### src/design/eicl_pkg.sv
// shared constants and carrier types of the configuration image loader
package eicl_pkg;

  // image layout, byte addresses
  localparam logic [6:0] A_SIG        = 7'h00;
  localparam logic [6:0] A_FLAGS0     = 7'h04;
  localparam logic [6:0] A_FLAGS0_END = 7'h07;
  localparam logic [6:0] A_PIN_FIRST  = 7'h20;
  localparam logic [6:0] A_PIN_LAST   = 7'h2f;
  localparam logic [6:0] A_DESC_FIRST = 7'h32;
  localparam logic [6:0] A_DESC_LAST  = 7'h49;
  localparam logic [7:0] SIGNATURE    = 8'ha5;
  localparam int         NUM_DESC     = 12;
  localparam int         IMG_ADDR_W   = 9;

  // configuration flags word 0 field positions
  localparam int F_PWR     = 0;
  localparam int F_BOOST   = 1;
  localparam int F_LPM     = 3;
  localparam int F_SQU     = 4;
  localparam int F_EXTRST  = 6;
  localparam int F_IRQ     = 7;
  localparam int F_IND_ON  = 8;
  localparam int F_IND_POL = 9;
  localparam int F_IND_BUF = 10;
  localparam int F_SWM     = 11;
  localparam int F_SWAP    = 12;
  localparam int F_XTAL    = 13;
  localparam logic [31:0] FLAGS0_MASK = 32'h0000_3fff;
  localparam logic [31:0] FLAGS0_RST  = 32'h0000_0008;
  localparam logic [31:0] PIN_RST     = 32'h0000_0000;

  // register map, byte offsets
  localparam logic [11:0] R_CTRL    = 12'h000;
  localparam logic [11:0] R_STATUS  = 12'h004;
  localparam logic [11:0] R_PIN_EN  = 12'h008;
  localparam logic [11:0] R_PIN_BUF = 12'h00c;
  localparam logic [11:0] R_PIN_DIR = 12'h010;
  localparam logic [11:0] R_PIN_VAL = 12'h014;
  localparam logic [11:0] R_FLAGS0  = 12'h018;
  localparam logic [11:0] R_DESC    = 12'h040;
  localparam int CTRL_RELOAD = 0;
  localparam int ST_BUSY     = 0;
  localparam int ST_LOADED   = 1;
  localparam int ST_NOIMG    = 2;
  localparam int ST_TMO      = 3;

  // byte fetch timeout
  localparam int CLK_MHZ          = 10;
  localparam int FETCH_TIMEOUT_US = 100;
  localparam int FETCH_TIMEOUT_CYC = FETCH_TIMEOUT_US * CLK_MHZ;

  typedef struct packed {
    logic       power_method_select;
    logic [1:0] phy_drive_boost;
    logic       link_power_mgmt_on;
    logic [1:0] squelch_level;
    logic       ext_reset_polarity;
    logic       irq_pin_polarity;
    logic       indicator_on;
    logic       indicator_polarity;
    logic       indicator_buffer_kind;
    logic       switch_mode_polarity;
    logic       dataline_swap;
    logic       crystal_keepalive;
  } eicl_cfg_s;

  // entries: mfr, product, serial, config str, iface str, bos,
  // ss dev, ss cfg, hs dev, hs cfg, fs dev, fs cfg
  typedef struct packed {
    logic       present;
    logic [7:0] len;
    logic [7:0] word_off;
    logic [8:0] byte_addr;
  } eicl_desc_s;

  function automatic eicl_cfg_s flags_to_cfg(input logic [31:0] f);
    eicl_cfg_s c;
    c.power_method_select   = f[F_PWR];
    c.phy_drive_boost       = f[F_BOOST+:2];
    c.link_power_mgmt_on    = f[F_LPM];
    c.squelch_level         = f[F_SQU+:2];
    c.ext_reset_polarity    = f[F_EXTRST];
    c.irq_pin_polarity      = f[F_IRQ];
    c.indicator_on          = f[F_IND_ON];
    c.indicator_polarity    = f[F_IND_POL];
    c.indicator_buffer_kind = f[F_IND_BUF];
    c.switch_mode_polarity  = f[F_SWM];
    c.dataline_swap         = f[F_SWAP];
    c.crystal_keepalive     = f[F_XTAL];
    return c;
  endfunction : flags_to_cfg

endpackage : eicl_pkg

### src/design/eicl_fetch.sv
// single byte fetch from the image store with timeout
`timescale 1ns/1ps
module eicl_fetch import eicl_pkg::*; #(
  parameter int TIMEOUT_CYC = FETCH_TIMEOUT_CYC,
  parameter int ADDR_W      = IMG_ADDR_W
) (
  input  wire logic              mclk,
  input  wire logic              resetn,
  input  wire logic              go,
  input  wire logic [6:0]        addr,
  input  wire logic              ee_ack,
  input  wire logic [7:0]        ee_data,
  output logic                   ee_req,
  output logic [ADDR_W-1:0]      ee_addr,
  output logic                   done,
  output logic                   tmo,
  output logic [7:0]             data
);
  generate
    if (ADDR_W < 7 || TIMEOUT_CYC < 1 || TIMEOUT_CYC > 65535) begin : g_bad
      $error("eicl_fetch: unsupported parameter values");
    end
  endgenerate

  localparam logic [15:0] TMO_LAST = 16'(TIMEOUT_CYC - 1);

  typedef struct packed {
    logic              req;
    logic [ADDR_W-1:0] addr;
    logic [15:0]       cnt;
    logic              done;
    logic              tmo;
    logic [7:0]        data;
  } eicl_fetch_state_s;

  eicl_fetch_state_s s_reg;
  eicl_fetch_state_s s_next;

  always_comb begin
    s_next      = s_reg;
    s_next.done = 1'b0;
    if (go) begin
      s_next.req  = 1'b1;
      s_next.addr = ADDR_W'(addr);
      s_next.cnt  = 16'h0000;
      s_next.tmo  = 1'b0;
    end else if (s_reg.req) begin
      if (ee_ack) begin
        s_next.req  = 1'b0;
        s_next.data = ee_data;
        s_next.done = 1'b1;
      end else if (s_reg.cnt == TMO_LAST) begin
        // an absent store must not hang the load forever
        s_next.req  = 1'b0;
        s_next.done = 1'b1;
        s_next.tmo  = 1'b1;
      end else begin
        s_next.cnt = s_reg.cnt + 16'h0001;
      end
    end
  end

  always_ff @(posedge mclk) begin
    if (!resetn) begin
      s_reg <= '0;
    end else begin
      s_reg <= s_next;
    end
  end

  assign ee_req  = s_reg.req;
  assign ee_addr = s_reg.addr;
  assign done    = s_reg.done;
  assign tmo     = s_reg.tmo;
  assign data    = s_reg.data;
endmodule : eicl_fetch

### src/design/eicl_ahb.sv
// ahb-lite slave front end: write strobe and one-wait-state reads
`timescale 1ns/1ps
module eicl_ahb import eicl_pkg::*; (
  input  wire logic        mclk,
  input  wire logic        resetn,
  input  wire logic        hsel,
  input  wire logic [31:0] haddr,
  input  wire logic [1:0]  htrans,
  input  wire logic        hwrite,
  input  wire logic [2:0]  hsize,
  input  wire logic        hready,
  input  wire logic [31:0] rdata,
  output logic             hreadyout,
  output logic             hresp,
  output logic [31:0]      hrdata,
  output logic             wr_en,
  output logic [11:0]      reg_addr
);
  typedef struct packed {
    logic        ready;
    logic        wr;
    logic [11:0] addr;
    logic [31:0] rdata;
  } eicl_ahb_state_s;

  eicl_ahb_state_s s_reg;
  eicl_ahb_state_s s_next;
  logic            accept;

  always_comb begin
    accept   = hsel && htrans[1] && hready;
    s_next    = s_reg;
    s_next.wr = 1'b0;
    if (!s_reg.ready) begin
      s_next.rdata = rdata;
      s_next.ready = 1'b1;
    end
    if (accept) begin
      s_next.addr = haddr[11:0];
      // narrow writes are dropped, bus only carries whole words
      s_next.wr   = hwrite && (hsize == 3'h2);
      if (!hwrite) begin
        s_next.ready = 1'b0;
      end
    end
  end

  always_ff @(posedge mclk) begin
    if (!resetn) begin
      s_reg       <= '0;
      s_reg.ready <= 1'b1;
    end else begin
      s_reg <= s_next;
    end
  end

  assign hreadyout = s_reg.ready;
  assign hresp     = 1'b0;
  assign hrdata    = s_reg.rdata;
  assign wr_en     = s_reg.wr;
  assign reg_addr  = s_reg.addr;
endmodule : eicl_ahb

### src/design/eicl_loader.sv
// configuration image loader top: fetch, stage, commit, register access
//
// Design decisions made here: the placing of the registers and the AHB-Lite register port.
`timescale 1ns/1ps
module eicl_loader import eicl_pkg::*; #(
  parameter int TIMEOUT_CYC = FETCH_TIMEOUT_CYC
) (
  input  wire logic             mclk,
  input  wire logic             resetn,
  // register bus
  input  wire logic             hsel,
  input  wire logic [31:0]      haddr,
  input  wire logic [1:0]       htrans,
  input  wire logic             hwrite,
  input  wire logic [2:0]       hsize,
  input  wire logic [31:0]      hwdata,
  input  wire logic             hready,
  output logic                  hreadyout,
  output logic                  hresp,
  output logic [31:0]           hrdata,
  // image store
  input  wire logic             ee_ack,
  input  wire logic [7:0]       ee_data,
  output logic                  ee_req,
  output logic [IMG_ADDR_W-1:0] ee_addr,
  // loaded values
  output logic [31:0]           pin_enable,
  output logic [31:0]           pin_buffer,
  output logic [31:0]           pin_direction,
  output logic [31:0]           pin_value,
  output eicl_cfg_s             usb_cfg,
  output eicl_desc_s [NUM_DESC-1:0] desc_table,
  // load status
  output logic                  load_busy,
  output logic                  image_loaded
);
  typedef enum logic [1:0] {
    LD_IDLE   = 2'b00,
    LD_SIG    = 2'b01,
    LD_BODY   = 2'b10,
    LD_COMMIT = 2'b11
  } eicl_ld_e;

  // whole loader state, registered in one place
  typedef struct packed {
    // sequencing
    eicl_ld_e                      st;
    logic                          start;
    logic                          go;
    logic [6:0]                    cur;
    // staging, filled as bytes arrive
    logic [3:0][31:0]              stage_pin;
    logic [31:0]                   stage_flags;
    logic [NUM_DESC-1:0][15:0]     stage_desc;
    // committed values
    logic [3:0][31:0]              pin;
    logic [31:0]                   flags;
    eicl_cfg_s                     cfg;
    eicl_desc_s [NUM_DESC-1:0]     desc;
    // status flags
    logic                          busy;
    logic                          loaded;
    logic                          noimg;
    logic                          tmo;
  } eicl_state_s;

  eicl_state_s s_reg;
  eicl_state_s s_next;

  // fetch counter is 16 bits; the table must span the fixed entry bytes
  generate
    if (TIMEOUT_CYC < 1 || TIMEOUT_CYC > 65535) begin : g_bad_timeout
      $error("eicl_loader: timeout does not fit the fetch counter");
    end
    if (NUM_DESC * 2 != int'(A_DESC_LAST - A_DESC_FIRST) + 1) begin : g_bad_table
      $error("eicl_loader: table size does not match the entry bytes");
    end
  endgenerate

  logic        f_done;
  logic        f_tmo;
  logic [7:0]  f_data;
  logic        wr_en;
  logic [11:0] reg_addr;
  logic [31:0] rdata;

  // walk only the fixed fields; gaps and the free area are skipped
  function automatic logic [6:0] next_addr(input logic [6:0] a);
    logic [6:0] n;
    n = a + 7'h01;
    if (a == A_SIG) begin
      n = A_FLAGS0;
    end else if (a == A_FLAGS0_END) begin
      n = A_PIN_FIRST;
    end else if (a == A_PIN_LAST) begin
      n = A_DESC_FIRST;
    end
    return n;
  endfunction : next_addr

  // pin word index for a register offset, 4 when not a pin register
  function automatic logic [2:0] pin_index(input logic [11:0] a);
    logic [2:0] i;
    i = 3'h4;
    if (a == R_PIN_EN) begin
      i = 3'h0;
    end else if (a == R_PIN_BUF) begin
      i = 3'h1;
    end else if (a == R_PIN_DIR) begin
      i = 3'h2;
    end else if (a == R_PIN_VAL) begin
      i = 3'h3;
    end
    return i;
  endfunction : pin_index

  // status register word
  function automatic logic [31:0] status_word(input eicl_state_s s);
    logic [31:0] w;
    w            = 32'h0000_0000;
    w[ST_BUSY]   = s.busy;
    w[ST_LOADED] = s.loaded;
    w[ST_NOIMG]  = s.noimg;
    w[ST_TMO]    = s.tmo;
    return w;
  endfunction : status_word

  // one table entry from its stored length and word offset pair
  function automatic eicl_desc_s desc_entry(input logic [15:0] pair);
    eicl_desc_s e;
    e.len       = pair[7:0];
    e.word_off  = pair[15:8];
    e.present   = pair[7:0] != 8'h00;
    // table keeps a byte address beside the word offset
    e.byte_addr = {pair[15:8], 1'b0};
    return e;
  endfunction : desc_entry

  // one byte at a time; the timeout lives in the fetch unit
  eicl_fetch #(
    .TIMEOUT_CYC (TIMEOUT_CYC),
    .ADDR_W      (IMG_ADDR_W)
  ) u_fetch (
    .mclk    (mclk),
    .resetn  (resetn),
    .go      (s_reg.go),
    .addr    (s_reg.cur),
    .ee_ack  (ee_ack),
    .ee_data (ee_data),
    .ee_req  (ee_req),
    .ee_addr (ee_addr),
    .done    (f_done),
    .tmo     (f_tmo),
    .data    (f_data)
  );

  // reads answer after one wait state
  eicl_ahb u_ahb (
    .mclk      (mclk),
    .resetn    (resetn),
    .hsel      (hsel),
    .haddr     (haddr),
    .htrans    (htrans),
    .hwrite    (hwrite),
    .hsize     (hsize),
    .hready    (hready),
    .rdata     (rdata),
    .hreadyout (hreadyout),
    .hresp     (hresp),
    .hrdata    (hrdata),
    .wr_en     (wr_en),
    .reg_addr  (reg_addr)
  );

  // read mux, addressed by the held data-phase address
  always_comb begin
    logic [2:0] pi;
    logic [3:0] di;

    pi    = pin_index(reg_addr);
    di    = reg_addr[5:2];
    rdata = 32'h0000_0000;
    if (pi != 3'h4) begin
      rdata = s_reg.pin[pi[1:0]];
    end else if (reg_addr == R_STATUS) begin
      rdata = status_word(s_reg);
    end else if (reg_addr == R_FLAGS0) begin
      rdata = s_reg.flags;
    end else if (reg_addr[11:6] == R_DESC[11:6] && reg_addr[1:0] == 2'b00
                 && di < 4'(NUM_DESC)) begin
      rdata = {6'h00, s_reg.desc[di]};
    end
  end

  // load sequencer and software side
  always_comb begin
    logic [1:0] lane;
    logic [3:0] di;
    logic [2:0] pi;

    lane         = s_reg.cur[1:0];
    di           = 4'((s_reg.cur - A_DESC_FIRST) >> 1);
    pi           = pin_index(reg_addr);
    s_next       = s_reg;
    s_next.go    = 1'b0;

    // software pin word overrides; a commit in the same cycle wins
    if (wr_en && pi != 3'h4) begin
      s_next.pin[pi[1:0]] = hwdata;
    end

    unique case (s_reg.st)
      LD_IDLE: begin
        if (s_reg.start) begin
          s_next.start  = 1'b0;
          s_next.st     = LD_SIG;
          s_next.cur    = A_SIG;
          s_next.go     = 1'b1;
          s_next.busy   = 1'b1;
          s_next.loaded = 1'b0;
          s_next.noimg  = 1'b0;
          s_next.tmo    = 1'b0;
        end
      end

      LD_SIG: begin
        // first byte decides whether an image is there at all
        if (f_done) begin
          if (f_tmo) begin
            // no answer at all: outputs keep their values
            s_next.tmo  = 1'b1;
            s_next.busy = 1'b0;
            s_next.st   = LD_IDLE;
          end else if (f_data != SIGNATURE) begin
            // no image: registers keep what they hold
            s_next.noimg = 1'b1;
            s_next.busy  = 1'b0;
            s_next.st    = LD_IDLE;
          end else begin
            s_next.cur = next_addr(s_reg.cur);
            s_next.go  = 1'b1;
            s_next.st  = LD_BODY;
          end
        end
      end

      LD_BODY: begin
        if (f_done) begin
          if (f_tmo) begin
            // partial image is discarded, nothing reaches the outputs
            s_next.tmo  = 1'b1;
            s_next.busy = 1'b0;
            s_next.st   = LD_IDLE;
          end else begin
            if (s_reg.cur <= A_FLAGS0_END) begin
              s_next.stage_flags[{lane, 3'b000}+:8] = f_data;
            end else if (s_reg.cur <= A_PIN_LAST) begin
              s_next.stage_pin[s_reg.cur[3:2]][{lane, 3'b000}+:8] = f_data;
            end else begin
              // even byte length, odd byte word offset
              s_next.stage_desc[di][{s_reg.cur[0], 3'b000}+:8] = f_data;
            end

            // bytes come in address order, so the last entry byte ends the walk
            if (s_reg.cur == A_DESC_LAST) begin
              s_next.st = LD_COMMIT;
            end else begin
              s_next.cur = next_addr(s_reg.cur);
              s_next.go  = 1'b1;
            end
          end
        end
      end

      LD_COMMIT: begin
        // all lands on one edge, so no reader sees a mixed set
        s_next.pin    = s_reg.stage_pin;
        s_next.flags  = s_reg.stage_flags & FLAGS0_MASK;
        s_next.cfg    = flags_to_cfg(s_reg.stage_flags);
        for (int i = 0; i < NUM_DESC; i++) begin
          s_next.desc[i] = desc_entry(s_reg.stage_desc[i]);
        end

        s_next.loaded = 1'b1;
        s_next.busy   = 1'b0;
        s_next.st     = LD_IDLE;
      end
    endcase

    // a reload request wins over the clear in the same cycle
    if (wr_en && reg_addr == R_CTRL && hwdata[CTRL_RELOAD]) begin
      s_next.start = 1'b1;
    end
  end

  always_ff @(posedge mclk) begin
    if (!resetn) begin
      // reset values stand until an image commits or software writes a pin word
      s_reg       <= '0;
      s_reg.st    <= LD_IDLE;
      // every chip reset triggers a load
      s_reg.start <= 1'b1;
      s_reg.pin   <= {PIN_RST, PIN_RST, PIN_RST, PIN_RST};
      s_reg.flags <= FLAGS0_RST & FLAGS0_MASK;
      s_reg.cfg   <= flags_to_cfg(FLAGS0_RST);
    end else begin
      s_reg <= s_next;
    end
  end

  // every loaded value and status output is a register field; hresp is tied low in eicl_ahb
  assign pin_enable    = s_reg.pin[0];
  assign pin_buffer    = s_reg.pin[1];
  assign pin_direction = s_reg.pin[2];
  assign pin_value     = s_reg.pin[3];

  assign usb_cfg       = s_reg.cfg;
  assign desc_table    = s_reg.desc;
  assign load_busy     = s_reg.busy;
  assign image_loaded  = s_reg.loaded;
endmodule : eicl_loader

### config.mk
export PLATFORM = sky130hd
export DESIGN_NAME = eicl_loader
export DESIGN_NICKNAME = d
export VERILOG_FILES = /design/src/design/eicl_pkg.sv /design/src/design/eicl_fetch.sv /design/src/design/eicl_ahb.sv /design/src/design/eicl_loader.sv
export SDC_FILE = /design/constraint.sdc
export NUM_CORES = 2
export LEC_CHECK = 0
export ABC_AREA = 1
export BUFFER_PORTS_ARGS = -buffer_cell sky130_fd_sc_hd__clkbuf_2
export CORE_UTILIZATION = 40
export DETAILED_ROUTE_END_ITERATION = 12
export PLACE_DENSITY_LB_ADDON = 0.3
export SETUP_SLACK_MARGIN = 0.15
export SLEW_MARGIN = 20
export SYNTH_ARGS = -nofsm -noshare
export SYNTH_HDL_FRONTEND = slang
export SYNTH_SLANG_ARGS = --single-unit
### constraint.sdc
create_clock -name mclk -period 2.7 [get_ports mclk]
set_input_delay 0.27 -clock mclk [delete_from_list [all_inputs] [get_ports mclk]]
set_output_delay 0.27 -clock mclk [all_outputs]
set_load 0.02 [all_outputs]
Word level (Yosys, flattened, before mapping)
Cells that the tools add are included.
- flip-flop bits (word level): 807
- bits of input ports: 83
- output and inout port bits: 500
- word-level logic and storage cells: 259
- $lt $le $gt $ge: 10
- reduce and logical (&&, ||, !) cells: 47
- mux-type cells: 69
- shifts and indexed selects: 4
- eq/ne operators: 28
- add/subtract/negate cells: 5
- bitwise operators: 8
- operators by type and width (kind ; number):
    360-bit two-way mux ; 2
    486-bit two-way mux ; 1
    128-bit two-way mux ; 3
    192-bit two-way mux ; 2
    128-bit bitwise mux ; 2
    192-bit bitwise mux ; 1
    32-bit two-way mux ; 5
    32-bit demux with 2-bit select ; 2
    26-bit binary-select mux with 4-bit select ; 1
    26-bit two-way mux ; 4
    8-bit nonzero test ; 12
    32-bit binary-select mux with 2-bit select ; 1
    16-bit demux with 4-bit select ; 1
    12-bit by 5-bit == test with 1-bit output (second input constant) ; 3
    32-bit bitwise mux ; 1
    8-bit two-way mux ; 4
    8-bit by 7-bit variable shift with 32-bit output (first input constant) ; 1
    8-bit by 7-bit indexed part select with 32-bit output ; 1
    12-bit by 4-bit == test with 1-bit output (second input constant) ; 2
    8-bit one-hot mux with 3 select lines ; 1
    7-bit two-way mux ; 3
    5-bit AND reduction ; 4
    16-bit by 1-bit adder with 16-bit output (second input constant) ; 1
    16-bit by 10-bit == test with 1-bit output (second input constant) ; 1
    49 further kinds ; 112

Logic depth before layout (Yosys ltp)
- word-level depth: 12
- depth in mapped cells: 15
- depth with buffers taken out: 14

By module
Synthesis repeated with hierarchy kept, for this count alone.
- cells, all modules: 5189
- area, all modules: 36752.7 sq um
- by module, submodules not included (module ; area an instance (sq um) ; sequential area each (sq um) ; cells each ; instances):
    eicl_loader ; 33280.7 ; 13913.3 ; 4715 ; 1
    eicl_fetch ; 1775.5 ; 680.7 ; 248 ; 1
    eicl_ahb ; 1696.6 ; 920.9 ; 226 ; 1

Worst setup path before layout
OpenSTA, ideal clock, no wires.
- path type: flip-flop to flip-flop
- from: register s_reg[842] (netlist name)
- to: register s_reg[843] (netlist name)
- cell stages (with the launch flop): 12
- setup time: 116 ps
- buffers on the path: 2
- slack: 355 ps
- arrival: 2229 ps
- clock period less this slack: 2345 ps
- data required time: 2584 ps
- cells stage by stage: dfxtp_1 inv_2 clkbuf_1 ha_1 clkbuf_1 clkinv_1 nor2_1 nand2_1 nand2_1 o21ai_0 nand2_1 nor2_1
- longest elaborated chain between the ends: 8
- elaborated cells on any way between the ends: 17
- classes of those cells: 1 x add/sub; 4 x eq/ne; 10 x mux; 2 x reduce/logical
- RTL lines (what ; line ; source):
    start, declared ; eicl_loader.sv:67 ; eicl_state_s s_reg;
    start signal, assigned ; eicl_loader.sv:307 ; s_reg <= s_next;
    7-bit by 1-bit adder with 7-bit output / 7-bit by 6-bit == test with 1-bit output (equally long branches) ; eicl_loader.sv:90, eicl_loader.sv:95 ;
    7-bit two-way mux ; eicl_loader.sv:95 ; end else if (a == A_PIN_LAST) begin
    7-bit two-way mux ; eicl_loader.sv:93 ; end else if (a == A_FLAGS0_END) begin
    7-bit two-way mux ; eicl_loader.sv:91 ; if (a == A_SIG) begin
    8-bit two-way mux, on equally long branches ; eicl_loader.sv:265, eicl_loader.sv:234 ;
    360-bit two-way mux / 8-bit two-way mux (equally long branches) ; eicl_loader.sv:249, eicl_loader.sv:229 ;
    360-bit two-way mux / 8-bit two-way mux (equally long branches) ; eicl_loader.sv:248, eicl_loader.sv:228 ;
    8-bit one-hot mux with 3 select lines ; eicl_loader.sv:212 ; unique case (s_reg.st)
Several ways; a longest one is shown, not always the timed one. The select of a mux whose other input is x is not followed.
A chain may end at the register's enable or synchronous reset.

Worst setup path in the final report
- from: register u_ahb.s_reg (netlist bit u_ahb.reg_addr[3])
- to: register u_ahb.s_reg (netlist bit u_ahb.hrdata[21])
- longest elaborated chain between the ends: 8
- elaborated cells on any way between the ends: 21
- classes of those cells: 1 x order compare; 7 x eq/ne; 12 x mux; 1 x reduce/logical
- RTL lines (what ; line ; source):
    start, declared ; eicl_ahb.sv:26 ; eicl_ahb_state_s s_reg;
    start signal, assigned ; eicl_ahb.sv:53 ; s_reg <= s_next;
    12-bit by 5-bit == test with 1-bit output ; eicl_loader.sv:111 ; end else if (a == R_PIN_VAL) begin
    3-bit two-way mux ; eicl_loader.sv:111 ;
    3-bit two-way mux ; eicl_loader.sv:109 ; end else if (a == R_PIN_DIR) begin
    3-bit two-way mux ; eicl_loader.sv:107 ; end else if (a == R_PIN_BUF) begin
    3-bit two-way mux ; eicl_loader.sv:105 ; if (a == R_PIN_EN) begin
    32-bit binary-select mux with 2-bit select ; eicl_loader.sv:184 ; rdata = s_reg.pin[pi[1:0]];
    32-bit two-way mux (implied by the code) ; eicl_loader.sv:184 ;
    32-bit two-way mux * ; eicl_loader.sv:183 ; if (pi != 3'h4) begin
Every way passes the cells marked *; elsewhere a longest branch is shown, timed or not. The select of a mux whose other input is x is not followed.

==> impl_metrics.tcl <==
set metrics [dict create \
    hold_depth 5 \
    rrSetupSlack_ns 0.11 \
    ys_async_sr_fraction 0 \
    die_h_um 305 \
    reg2regPathDepth 9 \
    arrival_ns 3.11 \
    slew_headroom 0.205 \
    crit_type "reg2reg" \
    finalHoldViolations 0 \
    netlist_instances 5205 \
    seq_area_frac_synth 0.423 \
    start_kind "flop" \
    fin_ws_ns 0.110 \
    coreArea_mm2 0.0904 \
    rr_endpoint "u_ahb.hrdata[21]" \
    place_congestion 0.957 \
    finalPower_mw 25.0 \
    holdWs_ns 0.0418 \
    grt_first_pass_wirelength_mm 212 \
    dieArea_mm2 0.0929 \
    ys_ff_latch 775 \
    nFillCells 9287 \
    row_count 110 \
    max-vdd-ir-drop_mv 0.437 \
    cpPeakStageDelay_ns 0.41 \
    path_cells "buf_4 -> nand2_1 -> buf_4 -> o22ai_1 -> o21ai_0 -> nand2_1 -> nor2_1 -> nor2_1 -> a21oi_1" \
    synth.distinct_cells 43 \
    finalNonFillerCells 6544 \
    drc 0 \
    area_growth_syn_to_layout_pct 12.5 \
    drt-total-wl_mm 145 \
    cts_htree_levels 3 \
    grt_pass1_vias 32100 \
    tightest_slew_ns 1.19 \
    cp.required_ns 3.22 \
    r2r_start "u_ahb.reg_addr[3]" \
    grt_start_max_net_pins 228 \
    fmax_ghz 0.386 \
    start_util 0.406 \
    crit_path_end "u_ahb.hrdata[21]" \
    dr.first_iter.drc_count 3932 \
    cp-end-kind "flop" \
    ioPinCount 583 \
    syn_area_mm2 0.0367 \
    clock_path_buffers 3 \
    post_drt_wl_per_cell_um 22.2 \
    cts_tree "done" \
    maxSlewViolCount 0 \
    clock_skew_ns 0.0339 \
    drive_above_1_share 0.177 \
    avgSynthCellArea_um2 7.04 \
    ant_nets 0 \
    antenna_found_initial 6 \
    setup_viol 0 \
    grt_usage 0.301 \
    timing.final.crit_share 0.959 \
    yosysWarnings 0 \
    clk_pin_slew_ns 0.06 \
    dp.cells 6355 \
    die_w_um 305 \
    drt-vias-per-instance 5.43 \
    drv_cap 0 \
    clkLatencyLatePin_ns 0.67 \
    root_buffer "clkbuf_16" \
    port_buffers 546 \
    rsz0062_at_grt "true" \
    dr.pass1.iters 7 \
    hold_path_class "in2reg" \
    multiInputGateArea_mm2 0.0154 \
    pre_cts_ws_ns -0.0391 \
    ys.flop_type "dfxtp_1" \
    synth_edf_count 0 \
    cts_buffers 84 \
    leakage_nw 17.2 \
    dp_hpwl_mm 103 \
    grt-ovfl-total 0 \
    finalSetupTns_ns 0 \
    vias 35500 \
    largest_reg_flops 358 \
    seqCellArea_mm2 0.0155 \
    status "completed" \
    slowest_stage "o22ai_1" \
    crit_fanout 15 \
    power.density_mw_per_mm2 606 \
    post-route-min-period_ns 2.59 \
    startpoint "u_ahb.reg_addr[3]" \
    clkSinkCount 775 \
    nNetsFinal 5391 \
]
==> repair_timing <==
item | 4_1_cts | 5_1_grt
endpoints found under the setup margin | 158 | 270
endpoints found under the hold margin | 36 | 0
pin swaps | 1 | 1
hold buffers | 23 | 0
buffers inserted | 4 | 3
resized for setup | 1 | 47
gates cloned | 1 | 1
==> routing by layer <==
layer / part of all wire / vias up / global-route usage / routed length [um]
li1: - / 16800 / - / -
met1: 0.41 / 16700 / 0.397 / 60300
met2: 0.45 / 1760 / 0.471 / 65500
met3: 0.092 / 272 / 0.0666 / 13400
met4: 0.043 / 4 / 0.128 / 6270
met5: 0.00019 / - / 0 / 27
==> worst max-delay path: cells and delay by family (launching register included) <==
kind,cells,cell delay (ns)
and+or+nand+nor,4,0.70
AOI/OAI and AO/OA,3,0.78
buffers and inverters,2,0.56
DFF,1,0.40
==> report_power, final <==
part,internal [mW],total [mW],leakage [nW],switching (mW)
sequential,11.5,11.5,6.24,0.0564
clock,6.71,11.8,1.37,5.12
combinational,0.406,1.61,9.60,1.21
total,18.6,25.0,17.2,6.38
==> layout by cell type, fill, tap and decap left out, types with 4 or more instances in the layout <==
cell type	Yosys	layout
inv_1	320	319
nand2_1	1149	1124
o211ai_1	35	35
a211oi_1	6	6
ha_1	11	10
nor2_2	1	19
buf_4	472	163
or2_2	14	14
nor4_1	24	24
clkbuf_2	0	545
clkbuf_8	0	19
a31oi_1	21	21
a21oi_1	680	680
o21ai_0	380	380
dlygate4sd3_1	0	23
nand3_1	414	414
xnor2_1	4	4
clkbuf_1	217	27
nor2_1	423	403
nand4_1	48	48
dfxtp_1	775	773
o21ai_1	15	15
o22ai_1	12	12
nand2_2	1	26
nor2_4	2	5
nor3_1	38	37
nand3b_1	19	19
conb_1	1	15
clkinv_2	0	12
clkbuf_16	0	85
buf_12	0	27
xor2_1	8	8
clkinv_1	8	8
inv_2	7	6
clkinv_16	0	4
==> per-stage QoR <==
| stage | utilization | cell area, um2 |
|---|---|---|
| after floorplan | - | 36700 |
| after global placement | 0.420 | 38000 |
| after detailed placement | 0.420 | 38000 |
| after CTS | 0.454 | 41100 |
| after global routing | 0.456 | 41200 |
| final | 0.456 | 41200 |
==> cell families after synthesis <==
logic type / after synthesis / share of synthesized area
buf+inv: 1107 / 0.164
simple gates: 2140 / 0.244
other cells: 1 / 0.000102
flops: 775 / 0.423
compound gates: 1159 / 0.163
fa+ha+maj: 11 / 0.00375
xor+xnor: 12 / 0.00287
==> synth_stat cells, types with 4 or more instances <==
cell / count / share of area
nand3_1: 414 / 0.057
o21ai_0: 380 / 0.052
nor4_1: 24 / 0.0041
a21oi_1: 680 / 0.093
a31oi_1: 21 / 0.0036
nor2_1: 423 / 0.043
nand3b_1: 19 / 0.0039
ha_1: 11 / 0.0038
or2_2: 14 / 0.0024
nand4_1: 48 / 0.0082
buf_4: 472 / 0.097
clkinv_1: 8 / 0.00082
inv_2: 7 / 0.00072
nand2_1: 1149 / 0.12
nor3_1: 38 / 0.0052
clkbuf_1: 217 / 0.022
o22ai_1: 12 / 0.0020
inv_1: 320 / 0.033
o211ai_1: 35 / 0.0072
buf_1: 26 / 0.0027
dfxtp_1: 775 / 0.42
xor2_1: 8 / 0.0019
buf_2: 57 / 0.0078
a211oi_1: 6 / 0.0012
xnor2_1: 4 / 0.00096
o21ai_1: 15 / 0.0020
==> layout make-up <==
type / instances / share of cell area
sequential: 775 / 0.376
multi-input combinational: 3339 / 0.373
timing repair buffer: 762 / 0.116
clock buffer: 131 / 0.0604
tap: 1176 / 0.0357
inverter: 335 / 0.0309
clock inverter: 25 / 0.00819
antenna: 1 / 0.0000607
==> worst min-delay path by stage <==
stage | start | endpoint | slack [ns]
finish | hwdata[15] | pin_value[15] | 0.04
global route | hwdata[15] | pin_value[15] | 0.06
CTS | hwdata[0] | s_reg[850] | 0.009
detailed placement | u_ahb.reg_addr[10] | u_ahb.reg_addr[10] | 0.44
global placement | u_ahb.reg_addr[9] | u_ahb.reg_addr[9] | 0.43
floorplan | hwrite | u_ahb.hreadyout | 0.37
No activity file was read; power rests on OpenSTA's default activity.
